### src/design/dpph_defs.vh
// Overview of operation
// Port select low picks A, high B
// Control select high on write means command
// Accesses only while chip enable is low
// Read cycle drives addressed port data out
// Write cycle captures data or control byte
// Acknowledge places highest requester's vector
// Bare opcode fetch cycle resets after release
// Chain out high unless this device serviced
// Open-drain interrupt request while requesting
// Output mode strobe rising edge acknowledges
// Input mode latches pins while strobe low
// Bidirectional drives port A only strobe low
// Control mode ignores strobe, ready low
// Output mode ready high once data loaded
// Input mode ready high while register empty
// Bidirectional A uses B strobe and ready
// Reset masks all, disables, clears outputs
// Reset tristates, ready low, input mode
// Reset keeps interrupt vectors
// Reset state held until control word
// Control word bit 0 low loads vector
// Vector returned as loaded, bit 0 zero
// Port A outranks port B internally
// Return opcode on bus ends service
// Low nibble all ones sets mode
// Inputs sampled; commands only when selected
`ifndef DPPH_DEFS_VH
`define DPPH_DEFS_VH
// Operating modes
`define DPPH_MODE_OUT 2'h0
`define DPPH_MODE_IN 2'h1
`define DPPH_MODE_BIDIR 2'h2
`define DPPH_MODE_CTRL 2'h3
// Control word decode
`define DPPH_CW_MODE 4'hF
`define DPPH_CW_INTCTL 4'h7
`define DPPH_CW_IE_BIT 7
`define DPPH_CW_AND_BIT 6
`define DPPH_CW_HIGH_BIT 5
`define DPPH_CW_MASKF_BIT 4
// Reset values
`define DPPH_MASK_RST 8'hFF
`define DPPH_OUT_RST 8'h00
// Return-from-interrupt opcode pair
`define DPPH_RETURN_FROM_IRQ_OPCODE_B0 8'hED
`define DPPH_RETURN_FROM_IRQ_OPCODE_B1 8'h4D
// Write FIFO shape
`define DPPH_FIFO_W 8
`define DPPH_FIFO_D 32
`define DPPH_FIFO_AW 5
`endif

### src/design/dpph_edge.v
`timescale 1ns/1ns
`default_nettype none
// Strobe conditioner: registered level and rising-edge pulse
module dpph_edge
(
	// Clock and reset
	input wire clk,
	input wire reset,
	// Strobe in, active low
	input wire strobe_n,
	// Conditioned outputs
	output reg low,
	output wire rise
);
	// Previous low state
	reg low_d;

	// Register level; idle strobe is high
	always @(posedge clk or posedge reset)
	begin
		if (reset)
		begin
			low <= 1'b0;
			low_d <= 1'b0;
		end
		else
		begin
			low <= ~strobe_n;
			low_d <= low;
		end
	end

	// Low to high transition of the pin
	assign rise = low_d & ~low;
endmodule
`default_nettype wire

### src/design/dpph_fifo.v
`timescale 1ns/1ns
`default_nettype none
// Synchronous FIFO, valid/ready on both sides
module dpph_fifo
#(
	parameter W = 8,
	parameter D = 32,
	parameter AW = 5
)
(
	// Clock and reset
	input wire clk,
	input wire reset,
	input wire flush,
	// Fill side
	input wire in_valid,
	output wire in_ready,
	input wire [W-1:0] in_data,
	// Drain side
	output wire out_valid,
	input wire out_ready,
	output wire [W-1:0] out_data
);
	// Storage and pointers
	reg [W-1:0] mem [0:D-1];
	reg [AW-1:0] wp;
	reg [AW-1:0] rp;
	reg [AW:0] cnt;
	wire push;
	wire pop;

	assign in_ready = (cnt != D[AW:0]);
	assign out_valid = (cnt != {(AW+1){1'b0}});
	assign out_data = mem[rp];
	assign push = in_valid & in_ready;
	assign pop = out_valid & out_ready;

	// Storage write; no reset needed on data
	always @(posedge clk)
	begin
		if (push)
			mem[wp] <= in_data;
	end

	// Pointers wrap since depth is a power of two
	always @(posedge clk or posedge reset)
	begin
		if (reset)
		begin
			wp <= {AW{1'b0}};
			rp <= {AW{1'b0}};
			cnt <= {(AW+1){1'b0}};
		end
		else if (flush)
		begin
			wp <= {AW{1'b0}};
			rp <= {AW{1'b0}};
			cnt <= {(AW+1){1'b0}};
		end
		else
		begin
			if (push)
				wp <= wp + 1'b1;
			if (pop)
				rp <= rp + 1'b1;
			if (push & ~pop)
				cnt <= cnt + 1'b1;
			else if (pop & ~push)
				cnt <= cnt - 1'b1;
		end
	end
endmodule
`default_nettype wire

### src/design/dpph_top.v
`timescale 1ns/1ns
`default_nettype none
`include "dpph_defs.vh"
// Two-port parallel handshake device
module dpph_top
(
	// Clock and reset
	input wire clk,
	input wire reset,
	// Processor bus controls
	input wire chip_enable_n,
	input wire port_select,
	input wire ctrl_select,
	input wire io_request_n,
	input wire read_n,
	input wire opcode_fetch_cycle_n,
	// Processor data bus, three signals
	input wire [7:0] cpu_data_in,
	output reg [7:0] cpu_data_out,
	output reg cpu_data_oe_n,
	// Interrupt daisy chain
	input wire priority_chain_in,
	output reg priority_chain_out,
	output reg int_req_out,
	output reg int_req_oe_n,
	// Port A pins
	input wire [7:0] port_a_in,
	output reg [7:0] port_a_out,
	output reg [7:0] port_a_oe_n,
	input wire port_a_strobe_n,
	output reg port_a_ready,
	// Port B pins
	input wire [7:0] port_b_in,
	output reg [7:0] port_b_out,
	output reg [7:0] port_b_oe_n,
	input wire port_b_strobe_n,
	output reg port_b_ready,
	// Port A write FIFO space
	output reg port_a_wr_ready
);
	// Sampled bus inputs
	reg s_ce_n, s_sel, s_cd, s_io_request_n_n, s_rd_n, s_m1_n, s_iei;
	reg [7:0] s_d;
	// Previous-cycle qualifiers
	reg wr_d, rd_d, ack_d, fetch_d, m1_d;
	reg [7:0] d_d;
	// Opcode fetch reset tracking
	reg m1_seen_io;
	reg last_ed;
	// Held in reset until a control word
	reg hold;
	// Cycle qualifiers
	wire acc_wr, acc_rd, acc_ack, fetch;
	wire wr_go, rd_go, ack_go, srst, return_from_irq_opcode_go;
	// Per-port flattened state
	wire [1:0] stb_low, stb_rise;
	wire [3:0] mode_w;
	wire [1:0] ireq, svc_w, rdy_o_w, rdy_i_w, grant;
	wire [15:0] rval_w, out_w, io_w, vec_w;
	wire [7:0] pin_w [0:1];
	wire a_bidir;
	// FIFO hookup
	wire f_in_ready, f_out_valid, f_pop;
	wire [7:0] f_q;

	assign pin_w[0] = port_a_in;
	assign pin_w[1] = port_b_in;

	// Register every processor input on the clock
	always @(posedge clk or posedge reset)
	begin
		if (reset)
		begin
			s_ce_n <= 1'b1;
			s_sel <= 1'b0;
			s_cd <= 1'b0;
			s_io_request_n_n <= 1'b1;
			s_rd_n <= 1'b1;
			s_m1_n <= 1'b1;
			s_iei <= 1'b0;
			s_d <= 8'h00;
		end
		else
		begin
			s_ce_n <= chip_enable_n;
			s_sel <= port_select;
			s_cd <= ctrl_select;
			s_io_request_n_n <= io_request_n;
			s_rd_n <= read_n;
			s_m1_n <= opcode_fetch_cycle_n;
			s_iei <= priority_chain_in;
			s_d <= cpu_data_in;
		end
	end

	// Access kinds; reads and writes need chip enable, acknowledge does not
	assign acc_wr = ~s_ce_n & ~s_io_request_n_n & s_rd_n & s_m1_n;
	assign acc_rd = ~s_ce_n & ~s_io_request_n_n & ~s_rd_n & s_m1_n;
	assign acc_ack = ~s_io_request_n_n & ~s_m1_n;
	assign fetch = ~s_m1_n & ~s_rd_n & s_io_request_n_n;
	// One action per cycle, on its first sampled cycle
	assign wr_go = acc_wr & ~wr_d;
	assign rd_go = acc_rd & ~rd_d;
	assign ack_go = acc_ack & ~ack_d;
	// Bare fetch cycle: reset as it ends
	assign srst = s_m1_n & ~m1_d & ~m1_seen_io;
	// Second opcode byte closes the return sequence
	assign return_from_irq_opcode_go = fetch_d & ~fetch & last_ed & (d_d == `DPPH_RETURN_FROM_IRQ_OPCODE_B1);

	// Cycle history and return opcode watch
	always @(posedge clk or posedge reset)
	begin
		if (reset)
		begin
			wr_d <= 1'b0;
			rd_d <= 1'b0;
			ack_d <= 1'b0;
			fetch_d <= 1'b0;
			m1_d <= 1'b1;
			d_d <= 8'h00;
			m1_seen_io <= 1'b0;
			last_ed <= 1'b0;
		end
		else
		begin
			wr_d <= acc_wr;
			rd_d <= acc_rd;
			ack_d <= acc_ack;
			fetch_d <= fetch;
			m1_d <= s_m1_n;
			d_d <= s_d;
			// Any read or request during the cycle spares reset
			if (s_m1_n)
				m1_seen_io <= 1'b0;
			else if (~s_rd_n | ~s_io_request_n_n)
				m1_seen_io <= 1'b1;
			// Byte is sampled at the fetch's last cycle
			if (fetch_d & ~fetch)
				last_ed <= (d_d == `DPPH_RETURN_FROM_IRQ_OPCODE_B0);
		end
	end

	// Reset state latch; power-up also enters it
	always @(posedge clk or posedge reset)
	begin
		if (reset)
			hold <= 1'b1;
		else if (srst)
			hold <= 1'b1;
		else if (wr_go & s_cd)
			hold <= 1'b0;
	end

	assign a_bidir = (mode_w[1:0] == `DPPH_MODE_BIDIR);

	// Port A data writes queue here; full refuses the write
	dpph_fifo #(.W(`DPPH_FIFO_W), .D(`DPPH_FIFO_D), .AW(`DPPH_FIFO_AW)) u_fifo
	(
		.clk(clk),
		.reset(reset),
		.flush(srst),
		.in_valid(wr_go & ~s_sel & ~s_cd),
		.in_ready(f_in_ready),
		.in_data(s_d),
		.out_valid(f_out_valid),
		.out_ready(f_pop),
		.out_data(f_q)
	);

	// Per-port logic
	genvar p;
	generate
		for (p = 0; p < 2; p = p + 1)
		begin : g_port
			reg [1:0] mode;
			reg ie, and_f, high_f, exp_mask, exp_io;
			reg [7:0] mask, io, outr, inr;
			reg [6:0] vec;
			reg rdy_o, rdy_i, pend, svc, match_d;
			wire me, cw, dw, ld, in_low, in_rise;
			wire [7:0] ldv, act;
			wire m_or, m_and, match;
			// Port owns the access when select matches
			assign me = (s_sel == p);
			// Command or data by control select
			assign cw = wr_go & me & s_cd;
			assign dw = wr_go & me & ~s_cd;
			// Port A pulls from its FIFO only when handshake idle
			if (p == 0)
			begin : g_a
				assign f_pop = f_out_valid & ~hold & ~(rdy_o & mode != `DPPH_MODE_CTRL);
				assign ld = f_pop;
				assign ldv = f_q;
				// Bidirectional input side rides port B strobe
				assign in_low = a_bidir ? stb_low[1] : stb_low[0];
				assign in_rise = a_bidir ? stb_rise[1] : stb_rise[0];
			end
			else
			begin : g_b
				assign ld = dw;
				assign ldv = s_d;
				// B strobe is lent to A in bidirectional mode
				assign in_low = stb_low[1] & ~a_bidir;
				assign in_rise = stb_rise[1] & ~a_bidir;
			end
			dpph_edge u_edge
			(
				.clk(clk),
				.reset(reset),
				.strobe_n(p == 0 ? port_a_strobe_n : port_b_strobe_n),
				.low(stb_low[p]),
				.rise(stb_rise[p])
			);
			// Control mode monitor
			assign act = high_f ? pin_w[p] : ~pin_w[p];
			assign m_or = |(act & ~mask);
			assign m_and = (&(act | mask)) & ~(&mask);
			assign match = and_f ? m_and : m_or;

			// Control words, handshake and interrupt state
			always @(posedge clk or posedge reset)
			begin
				if (reset)
				begin
					mode <= `DPPH_MODE_IN;
					ie <= 1'b0;
					and_f <= 1'b0;
					high_f <= 1'b0;
					exp_mask <= 1'b0;
					exp_io <= 1'b0;
					mask <= `DPPH_MASK_RST;
					io <= 8'hFF;
					outr <= `DPPH_OUT_RST;
					inr <= 8'h00;
					vec <= 7'h00;
					rdy_o <= 1'b0;
					rdy_i <= 1'b0;
					pend <= 1'b0;
					svc <= 1'b0;
					match_d <= 1'b0;
				end
				else if (srst)
				begin
					// All bits masked, enables and outputs cleared; vector kept
					mode <= `DPPH_MODE_IN;
					ie <= 1'b0;
					exp_mask <= 1'b0;
					exp_io <= 1'b0;
					mask <= `DPPH_MASK_RST;
					outr <= `DPPH_OUT_RST;
					rdy_o <= 1'b0;
					rdy_i <= 1'b0;
					pend <= 1'b0;
					svc <= 1'b0;
				end
				else
				begin
					match_d <= match;
					if (cw)
					begin
						// Follow-on words take precedence over decode
						if (exp_io)
						begin
							io <= s_d;
							exp_io <= 1'b0;
						end
						else if (exp_mask)
						begin
							mask <= s_d;
							exp_mask <= 1'b0;
						end
						else if (~s_d[0])
							vec <= s_d[7:1];
						else if (s_d[3:0] == `DPPH_CW_MODE)
						begin
							// Port B cannot be bidirectional; falls to input
							if (p == 1 && s_d[7:6] == `DPPH_MODE_BIDIR)
								mode <= `DPPH_MODE_IN;
							else
								mode <= s_d[7:6];
							exp_io <= (s_d[7:6] == `DPPH_MODE_CTRL);
						end
						else if (s_d[3:0] == `DPPH_CW_INTCTL)
						begin
							ie <= s_d[`DPPH_CW_IE_BIT];
							and_f <= s_d[`DPPH_CW_AND_BIT];
							high_f <= s_d[`DPPH_CW_HIGH_BIT];
							exp_mask <= s_d[`DPPH_CW_MASKF_BIT];
						end
					end
					// Output register load raises ready except in control mode
					if (ld)
						outr <= ldv;
					if (ld & mode != `DPPH_MODE_CTRL)
						rdy_o <= 1'b1;
					else if (stb_rise[p] & (mode == `DPPH_MODE_OUT | mode == `DPPH_MODE_BIDIR))
						rdy_o <= 1'b0;
					// Input latch transparent while strobe low
					if (in_low & (mode == `DPPH_MODE_IN | mode == `DPPH_MODE_BIDIR))
						inr <= pin_w[p];
					// Reading the data empties the input register
					if (rd_go & me & ~s_cd & (mode == `DPPH_MODE_IN | mode == `DPPH_MODE_BIDIR))
						rdy_i <= 1'b1;
					else if (in_rise)
						rdy_i <= 1'b0;
					// Acknowledge moves request to service; new event wins
					if (ack_go & grant[p])
						svc <= 1'b1;
					else if (return_from_irq_opcode_go & s_iei & svc & (p == 0 || ~svc_w[0]))
						svc <= 1'b0;
					if (mode == `DPPH_MODE_CTRL ? (match & ~match_d)
						: ((stb_rise[p] & mode != `DPPH_MODE_IN) | in_rise))
						pend <= 1'b1;
					else if (ack_go & grant[p])
						pend <= 1'b0;
					else if (cw & ~exp_io & ~exp_mask & s_d[0]
						& s_d[3:0] == `DPPH_CW_INTCTL & s_d[`DPPH_CW_MASKF_BIT])
						pend <= 1'b0;
				end
			end

			// Strobe ignored in control mode: no latch, no ready
			assign mode_w[2*p+1:2*p] = mode;
			assign ireq[p] = ie & pend;
			assign svc_w[p] = svc;
			assign rdy_o_w[p] = rdy_o;
			assign rdy_i_w[p] = rdy_i;
			assign out_w[8*p+7:8*p] = outr;
			assign io_w[8*p+7:8*p] = io;
			assign vec_w[8*p+7:8*p] = {vec, 1'b0};
			// Port A wins when both request
			assign grant[p] = s_iei & ireq[p] & (p == 0 || ~ireq[0]);
			// Control mode mixes pins and output register
			assign rval_w[8*p+7:8*p] = (mode == `DPPH_MODE_CTRL) ?
				((pin_w[p] & io) | (outr & ~io)) :
				(mode == `DPPH_MODE_OUT) ? outr : inr;
		end
	endgenerate

	// Processor data bus driver
	always @(posedge clk or posedge reset)
	begin
		if (reset)
		begin
			cpu_data_out <= 8'h00;
			cpu_data_oe_n <= 1'b1;
		end
		else if (acc_ack & ack_d & ~cpu_data_oe_n)
			cpu_data_oe_n <= 1'b0; // Grant drops once in service, so hold vector
		else if (acc_ack & ~ack_d & (|grant))
		begin
			// Vector of highest requester, chosen on the first cycle
			cpu_data_out <= grant[0] ? vec_w[7:0] : vec_w[15:8];
			cpu_data_oe_n <= 1'b0;
		end
		else if (acc_rd)
		begin
			cpu_data_out <= s_sel ? rval_w[15:8] : rval_w[7:0];
			cpu_data_oe_n <= 1'b0;
		end
		else
			cpu_data_oe_n <= 1'b1;
	end

	// Chain, interrupt request and FIFO space
	always @(posedge clk or posedge reset)
	begin
		if (reset)
		begin
			priority_chain_out <= 1'b0;
			int_req_out <= 1'b0;
			int_req_oe_n <= 1'b1;
			port_a_wr_ready <= 1'b0;
		end
		else
		begin
			priority_chain_out <= s_iei & ~(|svc_w);
			// Open drain: pull low only while requesting
			int_req_out <= 1'b0;
			int_req_oe_n <= ~(s_iei & ((ireq[0] & ~svc_w[0])
				| (ireq[1] & ~svc_w[0] & ~svc_w[1])));
			port_a_wr_ready <= f_in_ready;
		end
	end

	// Port pins and ready lines; reset state idles them
	always @(posedge clk or posedge reset)
	begin
		if (reset)
		begin
			port_a_out <= 8'h00;
			port_b_out <= 8'h00;
			port_a_oe_n <= 8'hFF;
			port_b_oe_n <= 8'hFF;
			port_a_ready <= 1'b0;
			port_b_ready <= 1'b0;
		end
		else
		begin
			port_a_out <= out_w[7:0];
			port_b_out <= out_w[15:8];
			// Bidirectional drives only under strobe
			case (mode_w[1:0])
				`DPPH_MODE_OUT: port_a_oe_n <= hold ? 8'hFF : 8'h00;
				`DPPH_MODE_BIDIR: port_a_oe_n <= (~hold & stb_low[0]) ? 8'h00 : 8'hFF;
				`DPPH_MODE_CTRL: port_a_oe_n <= hold ? 8'hFF : io_w[7:0];
				default: port_a_oe_n <= 8'hFF;
			endcase
			case (mode_w[3:2])
				`DPPH_MODE_OUT: port_b_oe_n <= hold ? 8'hFF : 8'h00;
				`DPPH_MODE_CTRL: port_b_oe_n <= hold ? 8'hFF : io_w[15:8];
				default: port_b_oe_n <= 8'hFF;
			endcase
			// Ready forced low in control mode (port B only while A is not bidirectional) and in reset
			case (mode_w[1:0])
				`DPPH_MODE_OUT: port_a_ready <= ~hold & rdy_o_w[0];
				`DPPH_MODE_IN: port_a_ready <= ~hold & rdy_i_w[0];
				`DPPH_MODE_BIDIR: port_a_ready <= ~hold & rdy_o_w[0];
				default: port_a_ready <= 1'b0;
			endcase
			if (a_bidir)
				port_b_ready <= ~hold & rdy_i_w[0];
			else
				case (mode_w[3:2])
					`DPPH_MODE_OUT: port_b_ready <= ~hold & rdy_o_w[1];
					`DPPH_MODE_IN: port_b_ready <= ~hold & rdy_i_w[1];
					default: port_b_ready <= 1'b0;
				endcase
		end
	end
endmodule
`default_nettype wire

### config.mk
export PLATFORM = sky130hd
export DESIGN_NAME = dpph_top
export DESIGN_NICKNAME = d
export VERILOG_FILES = /design/src/design/dpph_edge.v /design/src/design/dpph_fifo.v /design/src/design/dpph_top.v
export VERILOG_INCLUDE_DIRS = /design/src /design/src/design
export SDC_FILE = /design/constraint.sdc
export NUM_CORES = 1
export LEC_CHECK = 0
export BUFFER_PORTS_ARGS = -buffer_cell sky130_fd_sc_hd__buf_2
export CAP_MARGIN = 40
export CORE_ASPECT_RATIO = 0.9
export CORE_MARGIN = 4
export CORE_UTILIZATION = 66
export CTS_CLUSTER_DIAMETER = 120
export CTS_CLUSTER_SIZE = 16
export DETAILED_ROUTE_END_ITERATION = 16
export MAX_ROUTING_LAYER = met4
export PLACE_DENSITY = 0.85
export SLEW_MARGIN = 20
export SYNTH_ARGS = -nofsm -noshare
export SYNTH_HDL_FRONTEND = slang
export SYNTH_SLANG_ARGS = --single-unit
### constraint.sdc
create_clock -name clk -period 17.6 [get_ports clk]
set_input_delay 0.88 -clock clk [delete_from_list [all_inputs] [get_ports clk]]
set_output_delay 0.88 -clock clk [all_outputs]
set_load 0.01 [all_outputs]
; ---- After elaboration in Yosys (flattened, before gate mapping)
; Memories as Yosys holds them, arrays and structs flattened.
; Cells that the tools add are included.
[word_totals]
inputBits = 35
n_memories = 1
mem_bits_rw = 256
word_cells = 419
register_bits = 199
output_inout_bits = 47
[memory_table]
columns = name, words, word_bits, rd, rd_ports_with_merged_regs, write_ports, line
row1 = u_fifo.mem, 32, 8, 1, 0, 1, dpph_fifo.v:25  ; reg [W-1:0] mem [0:D-1];
[op_classes]
bitwise = 149
n_eq_ne = 22
n_addsub = 4
n_reduce_logical = 52
n_mux = 124
[ops]
columns = cell, count
row1 = 8-bit two-way mux, 26
row2 = 1-bit AND, 86
row3 = 1-bit two-way mux, 74
row4 = 8-bit AND, 6
row5 = 8-bit NOT, 6
row6 = 1-bit NOT, 39
row7 = 8-bit OR, 4
row8 = 8-bit AND reduction, 4
row9 = 2-bit nonzero test, 14
row10 = 2-bit two-way mux, 13
row11 = 8-bit case mux with 3 select lines, 1
row12 = 3-bit nonzero test, 7
row13 = 5-bit two-way mux, 4
row14 = 5-bit AND reduction, 4
row15 = 6-bit two-way mux, 3
row16 = 8-bit case mux with 2 select lines, 1
row17 = 8-bit OR reduction, 2
row18 = "2-bit != test, second input constant", 7
row19 = 7-bit AND reduction, 2
row20 = "2-bit equality test, second input constant", 6
row21 = 3-bit AND reduction, 4
row22 = 6-bit AND reduction, 2
row23 = "5-bit by 1-bit adder with 5-bit output, second input constant", 2
row24 = 2-bit AND reduction, 5
row25 = other kinds (15), 29

; ---- Logic depth before layout (Yosys ltp)
[logic_depth]
depth_word = 16
ltp_mapped = 14
depth_no_buf = 12

; ---- By module
; From an unflattened synthesis, not the netlist that was laid out.
[hier_totals]
cells_unflattened = 1277
area_unflattened_um2 = 19063.3
[by_module_without_submodules]
columns = mod, cells_each, seq_area_each_um2, n_inst, area_each_um2
row1 = dpph_fifo, 580, 8087.8, 1, 10993.0
row2 = dpph_top, 687, 4551.9, 1, 7927.6
row3 = dpph_edge, 5, 50.0, 2, 71.3

; ---- Worst setup path after synthesis
; Ideal clock, no wire load.
[synth_timing]
path_type = register to register
from = reg s_rd_n
to = reg u_fifo.cnt[5]
path_buffers = 2
setup_time_ps = 79
slack_ps = 14625
path_stages_with_launch = 14
required_ps = 17521
period_less_slack_ps = 2975
t_arrival_ps = 2896
cell_sequence = dfstp_2 -> nor4bb_1 -> buf_4 -> nand2_2 -> a211oi_4 -> buf_6 -> nand2_4 -> ha_1 -> a21o_1 -> a21oi_1 -> o21bai_1 -> a21oi_1 -> mux2i_1 -> mux2i_1
[synth_between]
elab_chain_cells = 9
elab_cells_between_ends = 12
[synth_rtl]
columns = element, line
row1 = start: declaration, dpph_top.v:42  ; reg s_ce_n, s_sel, s_cd, s_io_request_n_n, s_rd_n, s_m1_n, s_iei;
row2 = start signal: assignment, dpph_top.v:89  ; s_rd_n <= read_n;
row3 = 1-bit AND * (2 in series), dpph_top.v:97  ; assign acc_wr = ~s_ce_n & ~s_io_request_n_n & s_rd_n & s_m1_n;
row4 = via acc_wr, dpph_top.v:53  ; wire acc_wr, acc_rd, acc_ack, fetch;
row5 = 1-bit AND *, dpph_top.v:102  ; assign wr_go = acc_wr & ~wr_d;
row6 = 1-bit AND * (2 in series), --
row7 = 1-bit AND *, dpph_fifo.v:35  ; assign push = in_valid & in_ready;
row8 = 1-bit AND or 1-bit NOT (tied branches), "dpph_fifo.v:66, dpph_fifo.v:68"
row9 = 6-bit two-way mux or 1-bit AND (tied branches), "dpph_fifo.v:66, dpph_fifo.v:68"
row10 = 6-bit two-way mux or 3-bit nonzero test (tied branches), --
row11 = end signal: assignment, dpph_fifo.v:58  ; cnt <= {(AW+1){1'b0}};
row12 = end signal: assignment, dpph_fifo.v:67  ; cnt <= cnt + 1'b1;
row13 = end signal: assignment, dpph_fifo.v:69  ; cnt <= cnt - 1'b1;
row14 = end: declaration, dpph_fifo.v:28  ; reg [AW:0] cnt;
; Mark *: on every way through the listed nets, which the timed path passes. The rest lies on a longest branch.
; A chain may end at the register's enable or synchronous reset.

; ---- Worst setup path after layout
[layout_timing]
from = reg s_rd_n
to = mem u_fifo.mem[26][2], enable pin
[layout_between]
elab_chain_cells = 8
[layout_rtl]
columns = element, line
row1 = 1-bit AND (2 in series), dpph_top.v:97
row2 = 1-bit AND, dpph_top.v:102
row3 = 1-bit AND (2 in series), --
row4 = 1-bit AND, dpph_fifo.v:35
row5 = 1-bit two-way mux, dpph_fifo.v:41  ; if (push)
row6 = 1-bit two-way mux (implied by the code), dpph_fifo.v:42  ; mem[wp] <= in_data;
row7 = end: declaration, dpph_fifo.v:25
; No other way between the ends.

==> results.toml <==
[layout]
seq_area_um2 = 12700
diodes = 0
fin_area_um2 = 20800
layout_common_cells = "edfxtp_1 (256), dfrtp_1 (139), nand2_1 (101)"
n_fill_cell = 1699
fin_nets = 1415
drive_gt1_frac = 0.252
areaGrowthSynthToFinish_pct = 9.31
multi_input_area_um2 = 5820
final_common_cell = "edfxtp_1"

[floorplanning]
fp.dieW_um = 187
rows = 58
initial_core_util = 0.676
ios = 82
die-area_um2 = 31600
fp.dieH_um = 169
core-area_um2 = 28200

[sta]
maxSlewViolCount = 0
max_slew_margin = 0.442
totalNegativeSetupSlack_ns = 0
hold_ws_ns = 0.279
max_freq_mhz = 274
hold_viol = 0
tightestPinTransition_ns = 0.833
final-setup-viol-count = 0
layout_min_cycle_time_ns = 3.64
grt_setup_unrepaired = "no"
skew_ns = 0.0230
fin_crit_sh = 0.207

[global_route]
grt_usage = 0.291
grt_pass1_wl_mm = 68.6
gr-total-overflow = 0
antenna_found_initial = 0
grt_max_degree = 121
grt_pass1_vias = 11332

[synth]
ys_types = 71
avgSynthCellArea_um2 = 14.8
synth.yosys.warnings = 0
async_flop_share = 0.437
ys_seq_elements = 455
synth_edf_count = 256
syn_nets = 1338
syn_inst = 1284
netlist_area_um2 = 19000
ys_seq_area_frac = 0.670
synth_top_flop_cell = "edfxtp_1"

[job]
drv_cap = 0

[clocking]
clockRootBuffer = "clkbuf_16"
clock_latency_ns = 0.53
cts_setup_buffers = 0
htreeDepth = 2
cts_tree = "done"
cts.clk_slew.worst_paths_ns = 0.08
ctsLongestPathBuffers = 3
clkSinkCount = 455
numCtsBuffers = 34
cts_hold_buf = 0
cts_resized = 0

[routing]
first_iter_violations = 1558
final_antenna_net_count = 0
routed_via_density = 6.67
drt_first_pass_iters = 5
drc = 0
wl_per_cell_um = 25.4
vias = 11605
routed_wl_mm = 44.3

[setup_path]
cp_max_fo = 11
critPathKind = "flip-flop to flip-flop"
endpoint_kind = "flip-flop"
required_ns = 17.75
worstSetupStartpointType = "flip-flop"
cp.arrival_ns = 3.79
reg2reg_depth = 6

[power_and_ir_drop]
swShare = 0.270
p_per_area_nw_per_um2 = 115
max-vdd-ir-drop_mv = 0.0870
p_sw_mw = 0.647
power.share.sequential = 0.510
internal_power_mw = 1.75
power.total_mw = 2.40
comb_power_share = 0.191
p_leak_nw = 7.75
pwr-share-clk = 0.299

[min_path]
min_path_type = "primary input to asynchronous set/reset pin"

[outcome]
status = "completed"

[placed_design]
gp_congestion = 0.897
portBuffers = 80
dpl.hpwl_mm = 27.6
place_area_um2 = 19800
[kinds of logic after synthesis]
group	Yosys count	synth area share
multiplexers	167	0.130
AND/OR/NAND/NOR	317	0.0816
flip-flops	455	0.670
XOR/XNOR	22	0.0111
AO/OA/AOI/OAI	207	0.0700
adder cells (fa/ha/maj)	19	0.0129
other	1	0.000197
buffers and inverters	96	0.0249
[through the flow]
stage / util / worst slack [ns] / std cells
2_1_floorplan: - / 11.39 / 1284
3_5_place_dp: 0.703 / 13.99 / 1681
3_3_place_gp: 0.698 / 14.04 / 1672
6_report: 0.739 / 13.96 / 1739
4_1_cts: 0.737 / 13.95 / 1735
5_1_grt: 0.739 / 13.67 / 1739
[registers in the layout, summed over array words and instances, names as in the netlist, 4 cells and up]
| signal | cells |
|---|---|
| d_d | 8 |
| g_port.mode | 4 |
| g_port.io | 16 |
| port_a_oe_n | 8 |
| g_port.ldv | 8 |
| g_port.inr | 16 |
| port_a_out | 8 |
| g_port.mask | 16 |
| g_port.outr | 16 |
| u_fifo.mem | 256 |
| u_fifo.rp | 5 |
| u_fifo.wp | 5 |
| port_b_out | 8 |
| g_port.vec | 14 |
| port_b_oe_n | 8 |
| cpu_data_out | 8 |
| u_fifo.cnt | 6 |
[Yosys cell counts, types with 7 or more instances]
library cell | count | area, µm²
o21a_1 | 9 | 67.6
buf_2 | 9 | 45.0
nand2b_1 | 17 | 106
edfxtp_1 | 256 | 7690
inv_1 | 25 | 93.8
nor2_1 | 85 | 319
dfrtp_1 | 141 | 3530
a32oi_1 | 7 | 61.3
xnor2_1 | 15 | 131
mux2_2 | 58 | 653
buf_1 | 7 | 26.3
nand2_1 | 101 | 379
nor2b_1 | 24 | 150
dfstp_2 | 58 | 1520
o22ai_1 | 12 | 75.1
nand4_1 | 11 | 68.8
ha_1 | 18 | 225
a211oi_1 | 23 | 173
nand3_1 | 33 | 165
a21oi_1 | 69 | 345
o21ai_0 | 31 | 155
o21bai_1 | 9 | 67.6
mux2i_1 | 51 | 510
clkbuf_1 | 37 | 139
a31oi_1 | 10 | 62.6
o221ai_1 | 12 | 105
mux4_2 | 58 | 1310
[layout make-up]
class,instances,share of cell area
clock buffers,50,0.0438
clock inverters,4,0.00217
inverters,27,0.00523
multi-input cells,733,0.280
flip-flops and latches,455,0.613
well taps,360,0.0217
repair buffers,110,0.0348
[final timing paths]
path,startpoint,endpoint,slack [ns]
worst min register to register,g_port[1].outr[6],port_b_out[6],0.42
worst max-delay path,s_rd_n,u_fifo.mem[26][2],13.96
worst max register to register,s_rd_n,u_fifo.mem[26][2],13.96
max in group asynchronous,reset,g_port[1].io[0],15.89
worst min-delay path,reset,u_fifo.rp[4],0.28
min in group clk,g_port[1].outr[6],port_b_out[6],0.42
[power by group through the flow]
| stage | clock (mW) | combinational, mW | sequential [mW] |
|---|---|---|---|
| 2_1_floorplan | 0 | 0.330 | 1.23 |
| 3_3_place_gp | 0 | 0.426 | 1.24 |
| 3_5_place_dp | 0 | 0.451 | 1.24 |
| 4_1_cts | 0.724 | 0.457 | 1.22 |
| 5_1_grt | 0.771 | 0.492 | 1.23 |
| 6_report | 0.716 | 0.459 | 1.22 |
[layer usage]
layer  routed length [µm]  global-route usage
met4                 1100              0.0707
met5                    0                   -
met3                 5130              0.0777
met2                20400               0.431
met1                17600               0.416
[worst max-delay path, cell delays in order (launching register included)]
cell and delay, ns:
dfstp_2 0.56, nor4bb_1 0.45, buf_4 0.23, nand2_2 0.07, a211oi_4 0.64, nand2_1 0.55
nor2_1 0.76
Note: power is estimated with default switching activity, not from simulation.
